==> config.mk <==
export PLATFORM = sky130hd
export DESIGN_NAME = ucpd_top
export DESIGN_NICKNAME = d
export VERILOG_FILES = /design/src/logic/ucpd_pkg.sv /design/src/logic/ucpd_ir_decode.sv /design/src/logic/ucpd_top.sv
export SDC_FILE = /design/constraint.sdc
export NUM_CORES = 1
export LEC_CHECK = 0
export BUFFER_PORTS_ARGS = -buffer_cell sky130_fd_sc_hd__buf_4
export CAP_MARGIN = 20
export CORE_ASPECT_RATIO = 1.2
export CORE_UTILIZATION = 53
export CTS_CLUSTER_SIZE = 20
export DETAILED_ROUTE_END_ITERATION = 10
export PLACE_DENSITY = 0.85
export SYNTH_ARGS = -nofsm -noshare
export SYNTH_HDL_FRONTEND = slang
export SYNTH_SLANG_ARGS = --single-unit
==> constraint.sdc <==
create_clock -name clk_sys -period 3.1 [get_ports clk_sys]
set_input_delay 0.62 -clock clk_sys [delete_from_list [all_inputs] [get_ports clk_sys]]
set_output_delay 0.62 -clock clk_sys [all_outputs]
set_load 0.01 [all_outputs]
==> src/logic/ucpd_pkg.sv <==
// Constants, register map and carriers for the UART pin and PC decode block
//
// Overview of operation
// - Falling address enable validates selected COM address
// - IRQ output enabled by control bit 3, enables
// - Three IRQ outputs active high, tri-state
// - PC mode drives two active-low printer decodes
// - PC mode routes baud tick to receiver clock
// - Transmit idles high normally, low in infrared
// - Infrared mode by strap pin or software
// - Receive idle is 1 normally, 0 infrared
// - Infrared pulses pass a decoder before receiver
// - Far side holds receive idle; else break flagged
// - Auto RTS via feature bit 6, control bit 1
// - RTS as RS-485 direction via extra bits 2,5
// - Auto CTS stops transmit while CTS deasserted
// - DSR, CD, RI inputs active low, general use
// - DTR output active low, general use
// - Strap sampled at reset release, then software
package ucpd_pkg;

	// Register byte offsets on the APB
	localparam logic [7:0] OFS_MODEM_CTRL   = 8'h00;
	localparam logic [7:0] OFS_INT_ENABLE   = 8'h04;
	localparam logic [7:0] OFS_ENH_FEATURE  = 8'h08;
	localparam logic [7:0] OFS_EXTRA_FEAT   = 8'h0C;
	localparam logic [7:0] OFS_PIN_STATUS   = 8'h10;

	// Reset values
	localparam logic [7:0] RST_MODEM_CTRL   = 8'h00;
	localparam logic [7:0] RST_INT_ENABLE   = 8'h00;
	localparam logic [7:0] RST_ENH_FEATURE  = 8'h00;
	localparam logic [7:0] RST_EXTRA_FEAT   = 8'h00;

	// Field positions
	localparam int MCR_DTR      = 0;
	localparam int MCR_RTS      = 1;
	localparam int MCR_IRQ_EN   = 3;
	localparam int MCR_IR_MODE  = 6;
	localparam int IER_RTS_CHG  = 6;
	localparam int IER_CTS_CHG  = 7;
	localparam int EFR_AUTO_RTS = 6;
	localparam int EFR_AUTO_CTS = 7;
	localparam int XFR_RS485    = 2;
	localparam int XFR_RS485_HI = 5;
	localparam int ST_DSR       = 0;
	localparam int ST_CD        = 1;
	localparam int ST_RI        = 2;
	localparam int ST_CTS       = 3;
	localparam int ST_IR        = 4;
	localparam int ST_PC        = 5;
	localparam int ST_COM_OK    = 6;
	localparam int ST_BREAK     = 8;
	localparam int ST_CTS_CHG   = 9;
	localparam int ST_RTS_CHG   = 10;

	// Cycle counts
	localparam int SYNC_STAGES      = 2;
	localparam int STRAP_WAIT       = 2;
	localparam int BREAK_CYCLES     = 160;
	localparam int IR_STRETCH_CYCLES = 16;

	// Address decode: COM bases, printer bases, 8-byte windows
	localparam int ADDR_W = 10;
	localparam logic [3:0][9:0] COM_BASE = {10'h2E8, 10'h3E8, 10'h2F8, 10'h3F8};
	localparam logic [9:0] PRINTER1_DECODE_N_BASE = 10'h378;
	localparam logic [9:0] PRINTER2_DECODE_N_BASE = 10'h278;
	// Port select setting to COM index and IRQ line (0 A, 1 B, 2 C)
	localparam logic [7:0][1:0] SEL_COM = {2'h3, 2'h2, 2'h1, 2'h0,
		2'h3, 2'h2, 2'h1, 2'h0};
	localparam logic [7:0][1:0] SEL_IRQ = {2'h2, 2'h2, 2'h1, 2'h1,
		2'h1, 2'h0, 2'h1, 2'h0};

	// Modem status pins, already active high after inversion
	typedef struct packed {
		logic dsr;
		logic cd;
		logic ri;
		logic cts;
	} ucpd_modem_s;

	// Three-state interrupt request group
	typedef struct packed {
		logic [2:0] level;
		logic [2:0] oe;
	} ucpd_irq_s;

endpackage : ucpd_pkg

==> src/logic/ucpd_ir_decode.sv <==
// Infrared pulse decoder: stretches each short high pulse into a low bit
`timescale 1ns/10ps
module ucpd_ir_decode #(
	parameter int STRETCH = ucpd_pkg::IR_STRETCH_CYCLES
) (
	input  wire logic clk_sys,
	input  wire logic rst_b,
	input  wire logic ir_in,
	output logic      rx_bit
);
	// The stretch counter is 16 bits; refuse lengths it cannot hold
	if (STRETCH < 1 || STRETCH > 65535)
	begin : g_bad_stretch
		$error("STRETCH out of range");
	end

	logic [15:0] cnt_q;
	logic [15:0] cnt_d;
	logic        prev_q;
	logic        prev_d;
	logic        bit_q;
	logic        bit_d;

	// A rising pulse restarts the low stretch; idle pulses never reach rx
	always_comb
	begin
		prev_d = ir_in;
		cnt_d  = cnt_q;
		bit_d  = 1'b1;
		if (ir_in && !prev_q)
			cnt_d = 16'(STRETCH);
		else if (cnt_q != 16'h0000)
			cnt_d = cnt_q - 16'h0001;
		if (cnt_d != 16'h0000)
			bit_d = 1'b0;
	end

	always_ff @(posedge clk_sys or negedge rst_b)
	begin
		if (!rst_b)
		begin
			cnt_q  <= 16'h0000;
			prev_q <= 1'b0;
			bit_q  <= 1'b1;
		end
		else
		begin
			cnt_q  <= cnt_d;
			prev_q <= prev_d;
			bit_q  <= bit_d;
		end
	end

	assign rx_bit = bit_q;
endmodule : ucpd_ir_decode

==> src/logic/ucpd_top.sv <==
// Pin-level UART glue: PC decode, IRQ lines, serial polarity, flow control
`timescale 1ns/10ps
module ucpd_top (
	input  wire logic        clk_sys,
	input  wire logic        rst_b,
	input  wire logic        psel,
	input  wire logic        penable,
	input  wire logic        pwrite,
	input  wire logic [7:0]  paddr,
	input  wire logic [31:0] pwdata,
	output logic [31:0]      prdata,
	output logic             pready,
	output logic             pslverr,
	input  wire logic [9:0]  host_addr,
	input  wire logic        address_enable_n,
	input  wire logic        port_select_1,
	input  wire logic        port_select_2,
	input  wire logic        port_select_3,
	input  wire logic        pc_decode_select_n,
	input  wire logic        bus_style_select,
	output ucpd_pkg::ucpd_irq_s isa_irq,
	output logic             com_select,
	output logic             printer1_decode_n,
	output logic             printer2_decode_n,
	output logic             baud_gen_clock_out_n,
	input  wire logic        baud_tick,
	input  wire logic        rclk_pin,
	output logic             rx_clk_tick,
	input  wire logic [3:0]  core_int_pending,
	input  wire logic        tx_core_bit,
	input  wire logic        tx_busy,
	input  wire logic        rx_room,
	output logic             tx_hold,
	output logic             rx_core_bit,
	output logic             tx_pin,
	input  wire logic        rx_pin,
	input  wire logic        infrared_enable_pin,
	output logic             rts_n,
	input  wire logic        cts_n,
	output logic             dtr_n,
	input  wire logic        dsr_n,
	input  wire logic        cd_n,
	input  wire logic        ri_n
);
	localparam int SW = 23;

	// Two-stage synchroniser for every pin input; stage 1 feeds stage 2 only
	logic [SW-1:0] sync1_q;
	logic [SW-1:0] sync2_q;
	always_ff @(posedge clk_sys or negedge rst_b)
	begin
		if (!rst_b)
		begin
			sync1_q <= {SW{1'b1}};
			sync2_q <= {SW{1'b1}};
		end
		else
		begin
			sync1_q <= {host_addr, address_enable_n, port_select_1,
				port_select_2, port_select_3, pc_decode_select_n,
				bus_style_select, rclk_pin, rx_pin, infrared_enable_pin,
				dsr_n, cd_n, ri_n, cts_n};
			sync2_q <= sync1_q;
		end
	end

	logic [9:0] addr_s;
	logic       aen_n_s;
	logic [2:0] sel_s;
	logic       pcsel_n_s;
	logic       bus_s;
	logic       rclk_s;
	logic       rx_s;
	logic       ir_strap_s;
	ucpd_pkg::ucpd_modem_s modem_s;
	assign {addr_s, aen_n_s, sel_s, pcsel_n_s, bus_s, rclk_s, rx_s,
		ir_strap_s} = sync2_q[SW-1:4];
	// Modem pins are active low; status holds them active high
	assign modem_s = ~sync2_q[3:0];

	// Register state and derived modes
	logic [7:0]  mcr_q;
	logic [7:0]  mcr_d;
	logic [7:0]  ier_q;
	logic [7:0]  ier_d;
	logic [7:0]  efr_q;
	logic [7:0]  efr_d;
	logic [7:0]  xfr_q;
	logic [7:0]  xfr_d;
	logic [2:0]  sticky_q;
	logic [2:0]  sticky_d;
	logic [1:0]  strap_cnt_q;
	logic [1:0]  strap_cnt_d;
	logic        com_ok_q;
	logic        pc_mode;
	logic        ir_mode;
	logic        wr_en;
	logic        rd_hit;
	logic        brk_evt;
	logic        cts_evt;
	logic        rts_evt;

	assign pc_mode = !pcsel_n_s && !bus_s;
	assign ir_mode = mcr_q[ucpd_pkg::MCR_IR_MODE];

	// APB slave: zero wait states, error on unmapped offsets
	assign pready = 1'b1;
	assign wr_en  = psel && penable && pwrite;
	always_comb
	begin
		rd_hit = 1'b1;
		case (paddr)
			ucpd_pkg::OFS_MODEM_CTRL:  prdata = {24'h000000, mcr_q};
			ucpd_pkg::OFS_INT_ENABLE:  prdata = {24'h000000, ier_q};
			ucpd_pkg::OFS_ENH_FEATURE: prdata = {24'h000000, efr_q};
			ucpd_pkg::OFS_EXTRA_FEAT:  prdata = {24'h000000, xfr_q};
			ucpd_pkg::OFS_PIN_STATUS:  prdata = {21'h000000, sticky_q,
				1'b0, com_ok_q, pc_mode, ir_mode, modem_s.cts,
				modem_s.ri, modem_s.cd, modem_s.dsr};
			default:
			begin
				prdata = 32'h00000000;
				rd_hit = 1'b0;
			end
		endcase
		pslverr = psel && penable && !rd_hit;
	end

	// Register next values; strap loads infrared bit once after release
	always_comb
	begin
		mcr_d = mcr_q;
		ier_d = ier_q;
		efr_d = efr_q;
		xfr_d = xfr_q;
		strap_cnt_d = strap_cnt_q;
		if (strap_cnt_q != 2'(ucpd_pkg::STRAP_WAIT + 1))
			strap_cnt_d = strap_cnt_q + 2'h1;
		if (strap_cnt_q == 2'(ucpd_pkg::STRAP_WAIT))
			mcr_d[ucpd_pkg::MCR_IR_MODE] = ir_strap_s;
		if (wr_en)
		begin
			case (paddr)
				ucpd_pkg::OFS_MODEM_CTRL:  mcr_d = pwdata[7:0];
				ucpd_pkg::OFS_INT_ENABLE:  ier_d = pwdata[7:0];
				ucpd_pkg::OFS_ENH_FEATURE: efr_d = pwdata[7:0];
				ucpd_pkg::OFS_EXTRA_FEAT:  xfr_d = pwdata[7:0];
				default: ;
			endcase
		end
		// Events set after a write-one clear so a same-cycle event survives
		sticky_d = sticky_q;
		if (wr_en && paddr == ucpd_pkg::OFS_PIN_STATUS)
			sticky_d = sticky_q & ~pwdata[ucpd_pkg::ST_RTS_CHG:
				ucpd_pkg::ST_BREAK];
		sticky_d = sticky_d | {rts_evt, cts_evt, brk_evt};
	end

	always_ff @(posedge clk_sys or negedge rst_b)
	begin
		if (!rst_b)
		begin
			mcr_q       <= ucpd_pkg::RST_MODEM_CTRL;
			ier_q       <= ucpd_pkg::RST_INT_ENABLE;
			efr_q       <= ucpd_pkg::RST_ENH_FEATURE;
			xfr_q       <= ucpd_pkg::RST_EXTRA_FEAT;
			sticky_q    <= 3'h0;
			strap_cnt_q <= 2'h0;
		end
		else
		begin
			mcr_q       <= mcr_d;
			ier_q       <= ier_d;
			efr_q       <= efr_d;
			xfr_q       <= xfr_d;
			sticky_q    <= sticky_d;
			strap_cnt_q <= strap_cnt_d;
		end
	end

	// PC address decode, interrupt steering and printer decodes
	logic       aen_prev_q;
	logic       com_ok_d;
	logic       com_sel_q;
	logic       com_sel_d;
	logic       printer1_decode_n_n_q;
	logic       printer1_decode_n_n_d;
	logic       printer2_decode_n_n_q;
	logic       printer2_decode_n_n_d;
	logic       com_match;
	logic [1:0] irq_idx;
	logic       irq_level;
	ucpd_pkg::ucpd_irq_s irq_d;
	ucpd_pkg::ucpd_irq_s irq_q;

	assign irq_idx   = ucpd_pkg::SEL_IRQ[sel_s];
	assign com_match = addr_s[9:3] ==
		ucpd_pkg::COM_BASE[ucpd_pkg::SEL_COM[sel_s]][9:3];
	assign irq_level = |(core_int_pending & ier_q[3:0])
		|| (ier_q[ucpd_pkg::IER_RTS_CHG] && sticky_q[2])
		|| (ier_q[ucpd_pkg::IER_CTS_CHG] && sticky_q[1]);

	always_comb
	begin
		// Validation is latched on the enable falling edge, held while low
		com_ok_d = com_ok_q;
		if (aen_n_s)
			com_ok_d = 1'b0;
		else if (aen_prev_q)
			com_ok_d = pc_mode && com_match;
		com_sel_d = com_ok_d && !aen_n_s && com_match;
		printer1_decode_n_n_d = !(pc_mode && !aen_n_s
			&& addr_s[9:3] == ucpd_pkg::PRINTER1_DECODE_N_BASE[9:3]);
		printer2_decode_n_n_d = !(pc_mode && !aen_n_s
			&& addr_s[9:3] == ucpd_pkg::PRINTER2_DECODE_N_BASE[9:3]);
		// Only the strapped line drives; the others float on the bus
		irq_d.oe    = 3'h0;
		irq_d.level = 3'h0;
		if (pc_mode && mcr_q[ucpd_pkg::MCR_IRQ_EN] && irq_idx != 2'h3)
		begin
			irq_d.oe[irq_idx]    = 1'b1;
			irq_d.level[irq_idx] = irq_level;
		end
	end

	always_ff @(posedge clk_sys or negedge rst_b)
	begin
		if (!rst_b)
		begin
			aen_prev_q <= 1'b1;
			com_ok_q   <= 1'b0;
			com_sel_q  <= 1'b0;
			printer1_decode_n_n_q   <= 1'b1;
			printer2_decode_n_n_q   <= 1'b1;
			irq_q      <= '0;
		end
		else
		begin
			aen_prev_q <= aen_n_s;
			com_ok_q   <= com_ok_d;
			com_sel_q  <= com_sel_d;
			printer1_decode_n_n_q   <= printer1_decode_n_n_d;
			printer2_decode_n_n_q   <= printer2_decode_n_n_d;
			irq_q      <= irq_d;
		end
	end

	assign isa_irq           = irq_q;
	assign com_select        = com_sel_q;
	assign printer1_decode_n = printer1_decode_n_n_q;
	assign printer2_decode_n = printer2_decode_n_n_q;

	// Infrared path: decoded pulses replace the raw receive level
	logic ir_rx_bit;
	ucpd_ir_decode #(
		.STRETCH (ucpd_pkg::IR_STRETCH_CYCLES)
	) u_ir_decode (
		.clk_sys (clk_sys),
		.rst_b   (rst_b),
		.ir_in   (rx_s && ir_mode),
		.rx_bit  (ir_rx_bit)
	);

	// Serial lines, clock routing, flow control and break watch
	logic        rclk_prev_q;
	logic        rx_q;
	logic        rx_d;
	logic        tx_q;
	logic        tx_d;
	logic        baud_q;
	logic        baud_d;
	logic        tick_q;
	logic        tick_d;
	logic        rts_n_q;
	logic        rts_n_d;
	logic        dtr_n_q;
	logic        hold_q;
	logic        hold_d;
	logic        cts_prev_q;
	logic [7:0]  brk_cnt_q;
	logic [7:0]  brk_cnt_d;

	assign cts_evt = modem_s.cts != cts_prev_q;
	assign rts_evt = rts_n_d != rts_n_q;
	assign brk_evt = brk_cnt_q == 8'(ucpd_pkg::BREAK_CYCLES - 1) && !rx_d;

	always_comb
	begin
		rx_d = ir_mode ? ir_rx_bit : rx_s;
		// Core bit 1 is idle; infrared sends a high pulse for a 0 bit
		tx_d = ir_mode ? !tx_core_bit : tx_core_bit;
		baud_d = pc_mode ? printer1_decode_n_n_d : !baud_tick;
		tick_d = pc_mode ? baud_tick : (rclk_s && !rclk_prev_q);
		hold_d = efr_q[ucpd_pkg::EFR_AUTO_CTS] && !modem_s.cts;
		// Direction control wins over automatic flow, which needs MODEM_CONTROL_REG RTS
		if (xfr_q[ucpd_pkg::XFR_RS485])
			rts_n_d = !(tx_busy ^ !xfr_q[ucpd_pkg::XFR_RS485_HI]);
		else if (efr_q[ucpd_pkg::EFR_AUTO_RTS])
			rts_n_d = !(mcr_q[ucpd_pkg::MCR_RTS] && rx_room);
		else
			rts_n_d = !mcr_q[ucpd_pkg::MCR_RTS];
		// Counter saturates so a stuck line flags once until receive goes high again
		brk_cnt_d = 8'h00;
		if (!rx_d && brk_cnt_q != 8'(ucpd_pkg::BREAK_CYCLES))
			brk_cnt_d = brk_cnt_q + 8'h01;
		else if (!rx_d)
			brk_cnt_d = brk_cnt_q;
	end

	always_ff @(posedge clk_sys or negedge rst_b)
	begin
		if (!rst_b)
		begin
			rclk_prev_q <= 1'b1;
			rx_q        <= 1'b1;
			tx_q        <= 1'b1;
			baud_q      <= 1'b1;
			tick_q      <= 1'b0;
			rts_n_q     <= 1'b1;
			dtr_n_q     <= 1'b1;
			hold_q      <= 1'b0;
			cts_prev_q  <= 1'b0;
			brk_cnt_q   <= 8'h00;
		end
		else
		begin
			rclk_prev_q <= rclk_s;
			rx_q        <= rx_d;
			tx_q        <= tx_d;
			baud_q      <= baud_d;
			tick_q      <= tick_d;
			rts_n_q     <= rts_n_d;
			dtr_n_q     <= !mcr_q[ucpd_pkg::MCR_DTR];
			hold_q      <= hold_d;
			cts_prev_q  <= modem_s.cts;
			brk_cnt_q   <= brk_cnt_d;
		end
	end

	assign rx_core_bit          = rx_q;
	assign tx_pin               = tx_q;
	assign baud_gen_clock_out_n = baud_q;
	assign rx_clk_tick          = tick_q;
	assign rts_n                = rts_n_q;
	assign dtr_n                = dtr_n_q;
	assign tx_hold              = hold_q;
endmodule : ucpd_top

==> impl_metrics.sql <==
INSERT INTO impl_metrics (metric_group, metric, value, unit) VALUES
('run_status', 'run_status', 'finished, final reports clean', ''),
('sta', 'min_period_over_period', '0.961', ''),
('logic_synthesis', 'netlist_area', '5270', 'sq um'),
('logic_synthesis', 'yosys.area.top_type', 'sky130_fd_sc_hd__dfrtp_1', ''),
('layout', 'insertedDiodeCount', '0', ''),
('global_routing', 'grt_overflow_total', '0', ''),
('critical_path', 'critical_path.max_stage_delay', '550', 'ps'),
('logic_synthesis', 'synth.ff_latch_count', '123', ''),
('route', 'postRouteAntennaNets', '0', ''),
('logic_synthesis', 'synth_warnings', '0', ''),
('critical_path', 'crit_required', '2480', 'ps'),
('logic_synthesis', 'post_synth_inst_count', '426', ''),
('clock_tree', 'cts.sinks', '123', ''),
('global_routing', 'pin_count_of_the_biggest_net_entering_global_routing', '59', ''),
('critical_path', 'r2r-end', 'u_ir_decode.rx_bit', ''),
('sta', 'max-slew-margin-rel', '0.506', ''),
('layout', 'final_net_count', '601', ''),
('pwr', 'irDropWorstVdd', '0.370', 'mV'),
('floorplan', 'floorplan.core_area', '9610', 'sq um'),
('critical_path', 'path_class', 'in -> out', ''),
('layout', 'synth_to_layout_area_growth', '24.6', '%'),
('sta', 'achievable-frequency', '0.336', 'GHz'),
('layout', 'stdcell_area', '6570', 'sq um'),
('floorplan', 'chipWidth', '93.0', 'um'),
('layout', 'instances_no_fill', '655', ''),
('sta', 'setup_viol_count_final', '0', ''),
('clock_tree', 'cts.path.max_buffers', '2', ''),
('route', 'drc', '0', ''),
('sta', 'timing.clock.skew', '5.31', 'ps'),
('critical_path', 'timing.critical_path.buf_inv', '3', ''),
('sta', 'timing.final.max_slew_violations', '0', ''),
('sta', 'final-hold-violation-count', '0', ''),
('logic_synthesis', 'synthArstFlopShare', '1.00', ''),
('critical_path', 'critPathSlowestCell', 'sky130_fd_sc_hd__or4_1', ''),
('critical_path', 'worst-path-stages', '8', ''),
('route', 'drt_iter0_markers', '225', ''),
('critical_path', 'crit_fanout', '6', ''),
('route', 'wire_length_after_detailed_routing', '11200', 'um'),
('clock_tree', 'cts_inserted_buffers', '17', ''),
('floorplan', 'boundaryPins', '126', ''),
('route', 'detail_route.first_pass.iterations', '4', ''),
('critical_path', 'critPathTopFamily', 'simple AND/OR/NAND/NOR gates', ''),
('critical_path', 'timing.critical_path.arrival', '2360', 'ps'),
('logic_synthesis', 'synthesis.area_per_instance', '12.4', 'sq um'),
('pwr', 'p_leak', '0.00303', 'uW'),
('logic_synthesis', 'post-synth-top-area-fraction', '0.347', ''),
('sta', 'period_needed', '2980', 'ps'),
('layout', 'post_route_cells_drive_above_1_share', '0.408', ''),
('sta', 'final.hold.worst_slack', '257', 'ps'),
('floorplan', 'dieArea', '10400', 'sq um'),
('placement', 'globalplace.congestion', '0.867', ''),
('floorplan', 'start_util', '0.548', ''),
('placement', 'dpl-instance-area', '5960', 'sq um'),
('run', 'drv_cap', '0', ''),
('placement', 'placed_instances', '623', ''),
('global_routing', 'globalRouteTotalUtil', '0.237', ''),
('global_routing', 'antenna_found_initial', '0', ''),
('clock_tree', 'clockRootBuffer', 'sky130_fd_sc_hd__clkbuf_16', ''),
('sta', 'tightest_slew', '740', 'ps'),
('pwr', 'power_density', '735', 'nW/um^2'),
('clock_tree', 'cts_post_setup_buffers_inserted', '0', ''),
('critical_path', 'launching_element_type_of_the_critical_path', 'input pin', ''),
('critical_path', 'startpoint_of_the_most_critical_register_to_register_path', 'u_ir_decode.cnt_q[0]', ''),
('logic_synthesis', 'synth_top_cells_by_area', 'sky130_fd_sc_hd__dfrtp_1 (35%), sky130_fd_sc_hd__dfstp_2 (25%), sky130_fd_sc_hd__mux2_2 (6.6%)', ''),
('clock_tree', 'clkSlewWorstSetupHoldPaths', '60', 'ps'),
('logic_synthesis', 'synth-seq-area-share', '0.596', ''),
('logic_synthesis', 'yosysMostFrequentCell', 'sky130_fd_sc_hd__dfrtp_1', ''),
('logic_synthesis', 'synth_top_cells_by_count', 'sky130_fd_sc_hd__dfrtp_1 (73), sky130_fd_sc_hd__dfstp_2 (50), sky130_fd_sc_hd__nor2_1 (34)', ''),
('placement', 'port_buffers', '79', ''),
('logic_synthesis', 'edff_count_synth', '0', ''),
('worst_hold_path', 'holdCritPathClass', 'in -> async', '');
==> worst max-delay path by stage <==
stage / start / slack (ps) / end
2_1_floorplan: paddr[1] / 370 / prdata[0]
3_3_place_gp: paddr[1] / 30 / prdata[4]
3_5_place_dp: paddr[1] / 20 / prdata[4]
4_1_cts: paddr[1] / 0.9 / prdata[3]
5_1_grt: paddr[1] / 50 / prdata[6]
6_report: paddr[1] / 120 / prdata[3]
==> worst reg2reg max path: cells and delay by family (launching register included) <==
family	cells	cell delay, ps
DFF	1	440
and+or+nand+nor	4	1200
adders and majority gates	1	200
buffers and inverters	2	350
AOI/OAI and AO/OA	2	530
==> timing repair <==
action / 4_1_cts / 5_1_grt
gates cloned: 0 / 0
setup endpoints to repair: 1 / 7
hold buffers: 0 / 0
gates resized for setup: 1 / 1
==> sequential cells by signal (all words and copies together), names as in the netlist, 6 cells and up <==
signal / flops
xfr_q: 8
u_ir_decode.cnt_q: 16
brk_cnt_q: 8
efr_q: 8
sync2_q: 20
isa_irq: 6
mcr_q: 8
sync1_q: 20
ier_q: 8
==> cells in the final DEF, fill, tap and decap left out, types with 3 or more instances in the layout <==
| master | count |
|---|---|
| sky130_fd_sc_hd__and2_1 | 7 |
| sky130_fd_sc_hd__o31ai_1 | 3 |
| sky130_fd_sc_hd__inv_1 | 10 |
| sky130_fd_sc_hd__nor3_2 | 3 |
| sky130_fd_sc_hd__mux2i_1 | 12 |
| sky130_fd_sc_hd__nand4_1 | 5 |
| sky130_fd_sc_hd__nor3_1 | 11 |
| sky130_fd_sc_hd__and3_1 | 9 |
| sky130_fd_sc_hd__a221o_1 | 7 |
| sky130_fd_sc_hd__clkinv_2 | 4 |
| sky130_fd_sc_hd__xor2_1 | 8 |
| sky130_fd_sc_hd__o21ai_0 | 10 |
| sky130_fd_sc_hd__nor4_1 | 8 |
| sky130_fd_sc_hd__nor2_1 | 34 |
| sky130_fd_sc_hd__clkinvlp_4 | 5 |
| sky130_fd_sc_hd__buf_4 | 89 |
| sky130_fd_sc_hd__o311ai_0 | 3 |
| sky130_fd_sc_hd__nand2b_1 | 5 |
| sky130_fd_sc_hd__clkbuf_16 | 17 |
| sky130_fd_sc_hd__or4_1 | 7 |
| sky130_fd_sc_hd__dfrtp_1 | 73 |
| sky130_fd_sc_hd__conb_1 | 22 |
| sky130_fd_sc_hd__ha_1 | 6 |
| sky130_fd_sc_hd__o22ai_1 | 5 |
| sky130_fd_sc_hd__nor2b_1 | 3 |
| sky130_fd_sc_hd__nand3_1 | 6 |
| sky130_fd_sc_hd__xnor2_1 | 13 |
| sky130_fd_sc_hd__nand2_1 | 20 |
| sky130_fd_sc_hd__mux2_2 | 31 |
| sky130_fd_sc_hd__a21oi_1 | 4 |
| sky130_fd_sc_hd__or2_2 | 3 |
| sky130_fd_sc_hd__bufinv_16 | 3 |
| sky130_fd_sc_hd__dfstp_2 | 50 |
==> stage by stage <==
step                setup WS, ps   util  power (uW)
floorplan                    374      -        2610
global placement            28.6  0.620        2780
detailed placement          19.9  0.620        2840
CTS                        0.946  0.683        4830
global route                53.6  0.683        5040
finish                       120  0.683        4830
==> cell type report <==
class | instances | area [sq um]
Sequential cell | 123 | 3140
Fill cell | 643 | 3050
Multi-Input combinational cell | 277 | 1950
Timing Repair Buffer | 90 | 688
Clock buffer | 17 | 425
Clock inverter | 15 | 174
Tap cell | 123 | 154
Inverter | 10 | 37.5
==> kinds of logic after synthesis <==
logic type,share of synthesized area
compound gates,0.0650
xor+xnor,0.0349
fa+ha+maj,0.0142
buf+inv,0.0503
flops,0.596
mux,0.0933
other cells,0.00142
simple gates,0.145
==> power by group <==
group / total [uW] / switching [uW] / internal, uW / leakage, uW
Combinational: 882 / 498 / 384 / 0.00126
Clock: 1980 / 722 / 1260 / 0.000281
Sequential: 1960 / 175 / 1790 / 0.00149
==> routing by layer <==
layer	up-vias	part of all wire	GRT usage
met4	0	0.034	0.133
li1	1657	-	-
met2	153	0.53	0.397
met3	33	0.054	0.0652
met1	1858	0.38	0.271
met5	-	0	0
Note: power is estimated with default switching activity, not from simulation.
